**config.mk**
```make
export PLATFORM = sky130hd
export DESIGN_NAME = pllsc_regs
export DESIGN_NICKNAME = d
export VERILOG_FILES = /design/src/rtl/pllsc_pkg.sv /design/src/rtl/pllsc_sync2.sv /design/src/rtl/pllsc_cal_seq.sv /design/src/rtl/pllsc_regs.sv
export VERILOG_INCLUDE_DIRS = /design/src /design/src/rtl
export SDC_FILE = /design/constraint.sdc
export NUM_CORES = 1
export LEC_CHECK = 0
export BUFFER_PORTS_ARGS = -buffer_cell sky130_fd_sc_hd__buf_4
export CAP_MARGIN = 10
export CORE_MARGIN = 1
export CORE_UTILIZATION = 48
export DETAILED_ROUTE_END_ITERATION = 10
export MAX_ROUTING_LAYER = met4
export PLACE_DENSITY = 0.74
export SYNTH_ARGS = -nofsm -noshare
export SYNTH_HDL_FRONTEND = slang
export SYNTH_SLANG_ARGS = --single-unit
```
**constraint.sdc**
```tcl
create_clock -name clk -period 1.91 [get_ports clk]
set_clock_uncertainty 0.15 [all_clocks]
set_input_delay 0.2865 -clock clk [delete_from_list [all_inputs] [get_ports clk]]
set_output_delay 0.2865 -clock clk [all_outputs]
set_load 0.01 [all_outputs]
```
**src/rtl/pllsc_consts.svh**
```systemverilog
// pllsc_consts.svh: offsets, field positions, reset values and timing for the pll control regs
`ifndef PLLSC_CONSTS_SVH
`define PLLSC_CONSTS_SVH

`define PLLSC_ADDR_W 12
`define PLLSC_DATA_W 8

// register offsets
`define PLLSC_OFS_ROUTE 12'h085
`define PLLSC_OFS_CTRL 12'h100
`define PLLSC_OFS_CALOPT 12'h101
`define PLLSC_OFS_IRQ_STAT 12'h0F0
`define PLLSC_OFS_IRQ_EN 12'h0F1
`define PLLSC_OFS_IRQ_CLR 12'h0F2

// routing register fields
`define PLLSC_RT_REF1A 0
`define PLLSC_RT_REF1B 1
`define PLLSC_RT_ACTIVE 2
`define PLLSC_RT_PLL2 3
`define PLLSC_RT_PLL3 4
`define PLLSC_RT_INVERT 5
`define PLLSC_RT_HIVOLT 6

// general control fields
`define PLLSC_CT_PWRDN 0
`define PLLSC_CT_CAL 1
`define PLLSC_CT_SYNC 2

// calibration options field
`define PLLSC_CO_OBSERVE 7

// interrupt status bits
`define PLLSC_IRQ_SYNC 0
`define PLLSC_IRQ_CAL 1
`define PLLSC_IRQ_LOSS 2
`define PLLSC_IRQ_W 3

// reset values
`define PLLSC_RST_ROUTE 8'h00
`define PLLSC_RST_CTRL 3'h0
`define PLLSC_RST_OBSERVE 1'h0
`define PLLSC_RST_IRQ 3'h0

// calibration run time
`define PLLSC_CLK_PERIOD_NS 10
`define PLLSC_CAL_TIME_NS 2000
`define PLLSC_CAL_CYCLES (`PLLSC_CAL_TIME_NS / `PLLSC_CLK_PERIOD_NS)

`endif

```
**src/rtl/pllsc_pkg.sv**
```systemverilog
// pllsc_pkg: types shared by the pll control register block
`default_nettype none
package pllsc_pkg;

   // loss-of-reference sources, one bit per source as seen on the pins
   typedef struct packed {
      logic active_sel; // 0: first reference active, 1: second reference active
      logic pll3;
      logic pll2;
      logic ref1b;
      logic ref1a;
   } pllsc_loss_t;

   // calibration sequencer states
   typedef enum logic [2:0] {
      PLLSC_CAL_IDLE = 3'b001,
      PLLSC_CAL_RUN = 3'b010,
      PLLSC_CAL_DONE = 3'b100
   } pllsc_cal_state_t;

endpackage
`default_nettype wire

```
**src/rtl/pllsc_sync2.sv**
```systemverilog
// pllsc_sync2: two-flop synchroniser for asynchronous level inputs
`timescale 1ns/100ps
`default_nettype none
module pllsc_sync2 #(
   parameter int W = 5
) (
   input wire logic clk,
   input wire logic rst_n,
   input wire logic [W-1:0] d,
   output logic [W-1:0] q
);
   logic [W-1:0] meta_q;

   // first stage feeds only the second stage
   always_ff @(posedge clk or negedge rst_n) begin
      if (!rst_n) begin
         meta_q <= '0;
         q <= '0;
      end else begin
         meta_q <= d;
         q <= meta_q;
      end
   end
endmodule
`default_nettype wire

```
**src/rtl/pllsc_cal_seq.sv**
```systemverilog
// pllsc_cal_seq: vco calibration sequencer for the first pll
`timescale 1ns/100ps
`default_nettype none
`include "pllsc_consts.svh"
module pllsc_cal_seq
   import pllsc_pkg::*;
#(
   parameter int CAL_CYCLES = `PLLSC_CAL_CYCLES
) (
   input wire logic clk,
   input wire logic rst_n,
   input wire logic start,
   output logic busy,
   output logic done
);
   localparam int CW = $clog2(CAL_CYCLES + 1);
   pllsc_cal_state_t state_q;
   logic [CW-1:0] cnt_q;

   // a start during a run is ignored; the sequence always completes
   always_ff @(posedge clk or negedge rst_n) begin
      if (!rst_n) begin
         state_q <= PLLSC_CAL_IDLE;
         cnt_q <= '0;
      end else begin
         unique case (state_q)
            PLLSC_CAL_IDLE: begin
               if (start) begin
                  state_q <= PLLSC_CAL_RUN;
                  cnt_q <= CW'(CAL_CYCLES - 1);
               end
            end
            PLLSC_CAL_RUN: begin
               if (cnt_q == '0) begin
                  state_q <= PLLSC_CAL_DONE;
               end else begin
                  cnt_q <= cnt_q - 1'b1;
               end
            end
            PLLSC_CAL_DONE: begin
               state_q <= PLLSC_CAL_IDLE;
            end
            default: begin
               state_q <= PLLSC_CAL_IDLE;
            end
         endcase
      end
   end

   assign busy = (state_q == PLLSC_CAL_RUN);
   assign done = (state_q == PLLSC_CAL_DONE);
endmodule
`default_nettype wire

```
**src/rtl/pllsc_regs.sv**
```systemverilog
// pllsc_regs: loss-of-reference routing and first-pll general control registers
//
// Local design decision: the plain strobed port.
`timescale 1ns/100ps
`default_nettype none
`include "pllsc_consts.svh"

module pllsc_regs
   import pllsc_pkg::*;
#(
   parameter int CAL_CYCLES = `PLLSC_CAL_CYCLES
) (
   input wire logic clk,
   input wire logic nrst,
   input wire logic [`PLLSC_ADDR_W-1:0] addr,
   input wire logic [`PLLSC_DATA_W-1:0] wdata,
   input wire logic wr_stb,
   input wire logic rd_stb,
   output logic [`PLLSC_DATA_W-1:0] rdata,
   input wire pllsc_loss_t loss_of_reference_flag,
   input wire logic out3_clock_level,
   output logic shared_status_output_pin,
   output logic status_pin_static_mode,
   output logic status_pin_hi_voltage,
   output logic pll1_power_down,
   output logic pll1_divider_sync,
   output logic pll1_vco_cal_busy,
   output logic pll1_output_divider_reset,
   output logic irq
);
   logic rst_meta_q;
   logic rst_n;
   pllsc_loss_t loss_s;
   logic [7:0] route_q;
   logic [2:0] ctrl_q;
   logic observe_q;
   logic armed_q;
   logic sync_q;
   logic cal_start_q;
   logic cal_busy;
   logic cal_done;
   logic pin_q;
   logic static_q;
   logic div_rst_q;
   logic loss_any;
   logic loss_prev_q;
   logic [`PLLSC_IRQ_W-1:0] irq_stat_q;
   logic [`PLLSC_IRQ_W-1:0] irq_en_q;
   logic [`PLLSC_IRQ_W-1:0] irq_set;
   logic [`PLLSC_IRQ_W-1:0] irq_clr;
   logic irq_q;
   logic [`PLLSC_DATA_W-1:0] rdata_q;
   logic wr_route;
   logic wr_ctrl;
   logic wr_calopt;
   logic wr_irq_en;
   logic wr_irq_clr;
   logic active_loss;

   // reset released through two flops so all logic leaves reset on one edge
   always_ff @(posedge clk or negedge nrst) begin
      if (!nrst) begin
         rst_meta_q <= 1'b0;
         rst_n <= 1'b0;
      end else begin
         rst_meta_q <= 1'b1;
         rst_n <= rst_meta_q;
      end
   end

   // loss flags come from the pll cores on their own clocks
   pllsc_sync2 #(
      .W(5)
   ) u_loss_sync (
      .clk(clk),
      .rst_n(rst_n),
      .d(loss_of_reference_flag),
      .q(loss_s)
   );

   // address decode of writes
   assign wr_route = wr_stb && (addr == `PLLSC_OFS_ROUTE);
   assign wr_ctrl = wr_stb && (addr == `PLLSC_OFS_CTRL);
   assign wr_calopt = wr_stb && (addr == `PLLSC_OFS_CALOPT);
   assign wr_irq_en = wr_stb && (addr == `PLLSC_OFS_IRQ_EN);
   assign wr_irq_clr = wr_stb && (addr == `PLLSC_OFS_IRQ_CLR);

   // routing register, reserved bit 7 is not stored
   always_ff @(posedge clk or negedge rst_n) begin
      if (!rst_n) begin
         route_q <= `PLLSC_RST_ROUTE;
      end else if (wr_route) begin
         route_q <= {1'b0, wdata[6:0]};
      end
   end

   // general control and calibration options
   always_ff @(posedge clk or negedge rst_n) begin
      if (!rst_n) begin
         ctrl_q <= `PLLSC_RST_CTRL;
         observe_q <= `PLLSC_RST_OBSERVE;
      end else begin
         if (wr_ctrl) begin
            ctrl_q <= wdata[2:0];
         end
         if (wr_calopt) begin
            observe_q <= wdata[`PLLSC_CO_OBSERVE];
         end
      end
   end

   // sync arms on a written one and fires when a zero follows while armed
   always_ff @(posedge clk or negedge rst_n) begin
      if (!rst_n) begin
         armed_q <= 1'b0;
         sync_q <= 1'b0;
      end else begin
         sync_q <= 1'b0;
         if (wr_ctrl && wdata[`PLLSC_CT_SYNC]) begin
            armed_q <= 1'b1;
         end else if (wr_ctrl && armed_q) begin
            sync_q <= 1'b1;
            armed_q <= 1'b0;
         end
      end
   end

   // calibration starts on a zero-to-one change of the calibrate bit;
   // rewriting a one does not restart a run in progress
   always_ff @(posedge clk or negedge rst_n) begin
      if (!rst_n) begin
         cal_start_q <= 1'b0;
      end else begin
         cal_start_q <= wr_ctrl && wdata[`PLLSC_CT_CAL] && !ctrl_q[`PLLSC_CT_CAL];
      end
   end

   pllsc_cal_seq #(
      .CAL_CYCLES(CAL_CYCLES)
   ) u_cal (
      .clk(clk),
      .rst_n(rst_n),
      .start(cal_start_q),
      .busy(cal_busy),
      .done(cal_done)
   );

   // pick the loss flag of whichever first-pll reference is active
   assign active_loss = loss_s.active_sel ? loss_s.ref1b : loss_s.ref1a;

   // gated loss sources, one enable each
   assign loss_any = (route_q[`PLLSC_RT_PLL3] && loss_s.pll3)
      || (route_q[`PLLSC_RT_PLL2] && loss_s.pll2)
      || (route_q[`PLLSC_RT_ACTIVE] && active_loss)
      || (route_q[`PLLSC_RT_REF1B] && loss_s.ref1b)
      || (route_q[`PLLSC_RT_REF1A] && loss_s.ref1a);

   // shared pin: static loss level when any enable is set, else the clock level;
   // registering the clock adds one cycle of delay, only the static mode is exact
   always_ff @(posedge clk or negedge rst_n) begin
      if (!rst_n) begin
         static_q <= 1'b0;
         pin_q <= 1'b0;
      end else begin
         static_q <= |route_q[4:0];
         if (|route_q[4:0]) begin
            pin_q <= loss_any ^ route_q[`PLLSC_RT_INVERT];
         end else begin
            pin_q <= out3_clock_level;
         end
      end
   end

   // output divider reset only while calibrating with observe off
   always_ff @(posedge clk or negedge rst_n) begin
      if (!rst_n) begin
         div_rst_q <= 1'b0;
      end else begin
         div_rst_q <= cal_busy && !observe_q;
      end
   end

   // interrupt sources: sync fired, calibration finished, routed loss rose
   always_ff @(posedge clk or negedge rst_n) begin
      if (!rst_n) begin
         loss_prev_q <= 1'b0;
      end else begin
         loss_prev_q <= loss_any;
      end
   end

   assign irq_set = {loss_any && !loss_prev_q, cal_done, sync_q};
   assign irq_clr = wr_irq_clr ? wdata[`PLLSC_IRQ_W-1:0] : '0;

   // sticky status; a set in the clearing cycle wins
   always_ff @(posedge clk or negedge rst_n) begin
      if (!rst_n) begin
         irq_stat_q <= `PLLSC_RST_IRQ;
         irq_en_q <= `PLLSC_RST_IRQ;
         irq_q <= 1'b0;
      end else begin
         irq_stat_q <= (irq_stat_q & ~irq_clr) | irq_set;
         if (wr_irq_en) begin
            irq_en_q <= wdata[`PLLSC_IRQ_W-1:0];
         end
         irq_q <= |(irq_stat_q & irq_en_q);
      end
   end

   // read data valid in the cycle after the strobe only; unmapped reads zero
   always_ff @(posedge clk or negedge rst_n) begin
      if (!rst_n) begin
         rdata_q <= 8'h00;
      end else if (rd_stb) begin
         unique case (addr)
            `PLLSC_OFS_ROUTE: rdata_q <= route_q;
            `PLLSC_OFS_CTRL: rdata_q <= {5'h00, ctrl_q};
            `PLLSC_OFS_CALOPT: rdata_q <= {observe_q, 7'h00};
            `PLLSC_OFS_IRQ_STAT: rdata_q <= {5'h00, irq_stat_q};
            `PLLSC_OFS_IRQ_EN: rdata_q <= {5'h00, irq_en_q};
            default: rdata_q <= 8'h00;
         endcase
      end else begin
         rdata_q <= 8'h00;
      end
   end

   assign rdata = rdata_q;
   assign shared_status_output_pin = pin_q;
   assign status_pin_static_mode = static_q;
   assign status_pin_hi_voltage = route_q[`PLLSC_RT_HIVOLT];
   assign pll1_power_down = ctrl_q[`PLLSC_CT_PWRDN];
   assign pll1_divider_sync = sync_q;
   assign pll1_vco_cal_busy = cal_busy;
   assign pll1_output_divider_reset = div_rst_q;
   assign irq = irq_q;

   property p_pll3_route;
      @(posedge clk) disable iff (!rst_n)
      (route_q[4] && loss_s.pll3 && !route_q[5]) |=> pin_q;
   endproperty
   a_pll3_route: assert property (p_pll3_route) else $error("pll3 loss not on pin");

   property p_pll2_route;
      @(posedge clk) disable iff (!rst_n)
      (route_q[3] && loss_s.pll2 && route_q[5]) |=> !pin_q;
   endproperty
   a_pll2_route: assert property (p_pll2_route) else $error("pll2 loss not on pin");

   property p_active_route;
      @(posedge clk) disable iff (!rst_n)
      (route_q[4:0] == 5'h04 && !route_q[5]) |=> pin_q == $past(active_loss);
   endproperty
   a_active_route: assert property (p_active_route) else $error("active loss wrong");

   property p_ref1b_route;
      @(posedge clk) disable iff (!rst_n)
      (route_q[4:0] == 5'h02 && !route_q[5]) |=> pin_q == $past(loss_s.ref1b);
   endproperty
   a_ref1b_route: assert property (p_ref1b_route) else $error("ref1b loss wrong");

   property p_ref1a_route;
      @(posedge clk) disable iff (!rst_n)
      (route_q[4:0] == 5'h01 && !route_q[5]) |=> pin_q == $past(loss_s.ref1a);
   endproperty
   a_ref1a_route: assert property (p_ref1a_route) else $error("ref1a loss wrong");

   property p_static_mode;
      @(posedge clk) disable iff (!rst_n)
      (route_q[4:0] == 5'h00) |=> !static_q && pin_q == $past(out3_clock_level);
   endproperty
   a_static_mode: assert property (p_static_mode) else $error("pin not in clock mode");

   property p_sync_fire;
      @(posedge clk) disable iff (!rst_n)
      (wr_ctrl && !wdata[2] && armed_q) |=> sync_q ##1 !sync_q;
   endproperty
   a_sync_fire: assert property (p_sync_fire) else $error("sync did not fire once");

   property p_sync_disarm;
      @(posedge clk) disable iff (!rst_n)
      sync_q |-> !armed_q && !$past(sync_q);
   endproperty
   a_sync_disarm: assert property (p_sync_disarm) else $error("sync still armed");

   property p_cal_start;
      @(posedge clk) disable iff (!rst_n)
      (wr_ctrl && wdata[1] && !ctrl_q[1] && !cal_busy) |-> ##[2:2] cal_busy;
   endproperty
   a_cal_start: assert property (p_cal_start) else $error("calibration not started");

   property p_power_down;
      @(posedge clk) disable iff (!rst_n)
      wr_ctrl |=> pll1_power_down == $past(wdata[0]);
   endproperty
   a_power_down: assert property (p_power_down) else $error("power-down wrong");

   property p_div_hold;
      @(posedge clk) disable iff (!rst_n)
      (cal_busy && !observe_q) |=> div_rst_q;
   endproperty
   a_div_hold: assert property (p_div_hold) else $error("divider not held");

   property p_div_run;
      @(posedge clk) disable iff (!rst_n)
      observe_q |=> !div_rst_q;
   endproperty
   a_div_run: assert property (p_div_run) else $error("divider held while observing");

   property p_static_on;
      @(posedge clk) disable iff (!rst_n)
      (|route_q[4:0]) |=> static_q;
   endproperty
   a_static_on: assert property (p_static_on) else $error("pin not in static mode");

   property p_sync_needs_arm;
      @(posedge clk) disable iff (!rst_n)
      (wr_ctrl && !armed_q) |=> !sync_q;
   endproperty
   a_sync_needs_arm: assert property (p_sync_needs_arm) else $error("sync fired unarmed");

   property p_pwrdn_hold;
      @(posedge clk) disable iff (!rst_n)
      !wr_ctrl |=> $stable(pll1_power_down);
   endproperty
   a_pwrdn_hold: assert property (p_pwrdn_hold) else $error("power-down moved unwritten");

   property p_div_idle;
      @(posedge clk) disable iff (!rst_n)
      !cal_busy |=> !div_rst_q;
   endproperty
   a_div_idle: assert property (p_div_idle) else $error("divider held while idle");

endmodule
`default_nettype wire

```
==> impl_metrics.env <==
export IMPL_violations="setup timing"
export IMPL_place_ws_ns=-0.1022
export IMPL_peakVddDrop_mv=0.4411
export IMPL_cts_max_level=2
export IMPL_syn2layout_area_growth_pct=30.04
export IMPL_yosys_area_top_type="dfrtp_1"
export IMPL_grt_first_pass_wirelength_um=7210
export IMPL_place_area_sq_mm=0.002755
export IMPL_synth_commonest_cells="55 x dfrtp_1, 16 x mux2_2, 16 x nand2_1, 12 x nor2_1, 7 x o21ai_0"
export IMPL_grt_pass1_vias=1705
export IMPL_clk_pin_slew_worst_paths_ns=0.09
export IMPL_cp_top_family="simple AND/OR/NAND/NOR gates"
export IMPL_status="finished, violations left"
export IMPL_antenna_found_initial=0
export IMPL_cts_buffers=5
export IMPL_viasPerCell=5.284
export IMPL_rsz0062_at_grt="true"
export IMPL_cp_slowest_cell="or4b_1"
export IMPL_grt_max_degree=36
export IMPL_n_antenna_cell=0
export IMPL_syn_inst=179
export IMPL_ys_ff_latch=56
export IMPL_tritoncts="built"
export IMPL_drive_above_1_share_pct=35.06
export IMPL_synthFlopType="dfrtp_1"
export IMPL_slew_viol_final=0
export IMPL_synth_edff_count=0
export IMPL_gp_congestion=0.8631
export IMPL_coreArea_sq_mm=0.004414
export IMPL_syn_cell_area_sq_mm=0.002232
export IMPL_final_setup_worst_slack_ns=-0.08689
export IMPL_hp_class="in2reg"
export IMPL_fin_crit_ns=1.997
export IMPL_critical_path_max_fanout=5
export IMPL_portBuffers=45
export IMPL_synthArstFlopShare_pct=100.0
export IMPL_start_util_pct=50.57
export IMPL_yosysMostFrequentCell="dfrtp_1"
export IMPL_crit_required_ns=2.00
export IMPL_max_freq_ghz=0.5008
export IMPL_dpl_hpwl_um=3064
export IMPL_overflow=0
export IMPL_dr_pass1_iters=4
export IMPL_cp_arrival_ns=2.09
export IMPL_avgSynthCellArea_sq_um=12.47
export IMPL_synth_nets=210
export IMPL_finalSetupViolCount=3
export IMPL_cts_setup_buffers=0
export IMPL_die_x_um=70.20
export IMPL_insertion_delay_ns=0.30
export IMPL_num_vias=1601
export IMPL_min_period_over_period_pct=104.5
export IMPL_pwr_density_cell_mw_per_mm2=673.3
export IMPL_drtAntennaViolNets=0
export IMPL_startpoint_type="flop"
export IMPL_drc=0
export IMPL_grt_usage_pct=19.23
export IMPL_crit_type="reg2reg"
export IMPL_numClockSinks=56
export IMPL_ios=46
export IMPL_yosys_top_cells_area="dfrtp_1 62%, mux2_2 8.1%, nand2_1 2.7%"
export IMPL_fin_area_sq_mm=0.002903
export IMPL_p_leak_nw=1.455
export IMPL_crit_buf_inv=0
export IMPL_drv_cap=0
export IMPL_fillers=335
export IMPL_crit_chain="or3b_4 -> or4_4 -> or4b_1 -> nand3b_1"
export IMPL_nets=281
export IMPL_fp_dieArea_sq_mm=0.004927
export IMPL_cpPeakStageDelay_ns=0.48
export IMPL_finalPower_w=0.001955
export IMPL_final_util_pct=65.76
export IMPL_synth_cell_type_count=42
export IMPL_dr_first_iter_drc_count=60
export IMPL_clockBufferDepth=2
export IMPL_ys_warn_count=0
export IMPL_yosysSeqAreaShare_pct=62.84
export IMPL_die_h_um=70.20
export IMPL_rows=24
export IMPL_wirelength_um=4129
export IMPL_post_drt_wl_per_cell_um=13.63
export IMPL_netlist_area_leader_share_pct=61.66
export IMPL_critPathCaptureType="flop"
export IMPL_hold_viol_final=0
export IMPL_root_buffer="clkbuf_8"
## what timing repair did
action / 4_1_cts / 5_1_grt
setup endpoints to repair: 4 / 8
hold buffers: 6 / 0
hold endpoints to repair: 7 / 0
resized for setup: 2 / 0
## logic make-up (layout without fill, tap and decap cells)
group	after synthesis	after routing	share of synthesized area, %
flops	56	56	62.84
fa+ha+maj	1	1	0.5604
buf+inv	7	79	1.289
other cells	1	1	0.1680
compound gates	25	25	7.624
simple gates	67	67	16.93
xor+xnor	3	3	1.177
mux	19	19	9.417
## report_power, final
| group | total (W) | internal (W) | switching [W] | leakage (nW) |
|---|---|---|---|---|
| logic | 0.000120 | 0.0000709 | 0.0000494 | 0.691 |
| registers | 0.00122 | 0.00121 | 0.0000180 | 0.721 |
| clock network | 0.000610 | 0.000263 | 0.000347 | 0.0424 |
## layout make-up
cell class / count / area, sq um / share of cell area, %
sequential: 56 / 1404 / 48.36
multi-input combinational: 116 / 803.3 / 27.67
timing repair buffer: 67 / 530.5 / 18.28
clock buffer: 7 / 76.32 / 2.629
tap: 52 / 65.06 / 2.241
inverter: 4 / 15.01 / 0.5172
clock inverter: 1 / 8.758 / 0.3017
## sequential cells by signal, summed over array words and instances, names as in the netlist, 5 cells and up
name / cells
route_q: 7
u_cal.cnt_q: 8
rdata: 8
u_loss_sync.q: 5
u_loss_sync.meta_q: 5
## metal layers
layer | share of wire, % | track usage, %
met1 | 45 | 22.25
met2 | 49 | 33.12
met3 | 4.4 | 3.608
met4 | 1.8 | 7.556
met5 | 0 | -
## placed cells by master, fill, tap and decap left out, types with 3 or more instances in the layout
cell / instances
buf_4: 60
dfrtp_1: 54
nand2_1: 16
mux2_2: 16
nor2_1: 12
o21ai_0: 7
nor3_1: 6
nor4_1: 6
dlygate4sd3_1: 6
and3_1: 5
clkbuf_8: 5
a21oi_1: 4
nand3_1: 3
a21o_1: 3
mux2i_1: 3
inv_1: 3
nor3b_1: 3
## worst paths after layout
path / start / end / slack, ns / depth (start not counted)
worst max register to register: u_cal.state_q[2] / u_cal.cnt_q[7] / -0.09 / 4
worst min register to register: rst_n / u_cal.cnt_q[7] / 0.07 / 0
min in group asynchronous: rst_n / u_cal.cnt_q[7] / 0.07 / 0
max in group asynchronous: rst_n / u_loss_sync.meta_q[4] / 1.02 / 1
worst min-delay path: wdata[2] / pll1_divider_sync / 0.04 / 2
worst max-delay path: u_cal.state_q[2] / u_cal.cnt_q[7] / -0.09 / 4
## metrics by stage
stage / hold slack, ns / cells / setup TNS [ns]
5_1_grt: 0.03257 / 303 / -0.6570
4_1_cts: 0.02904 / 303 / -0.1949
2_1_floorplan: -0.1591 / 179 / -0.2508
6_report: 0.03528 / 303 / -0.1925
3_3_place_gp: -0.07987 / 289 / -0.6536
3_5_place_dp: -0.07888 / 289 / -0.7603
(Power assumes the default switching activity.)
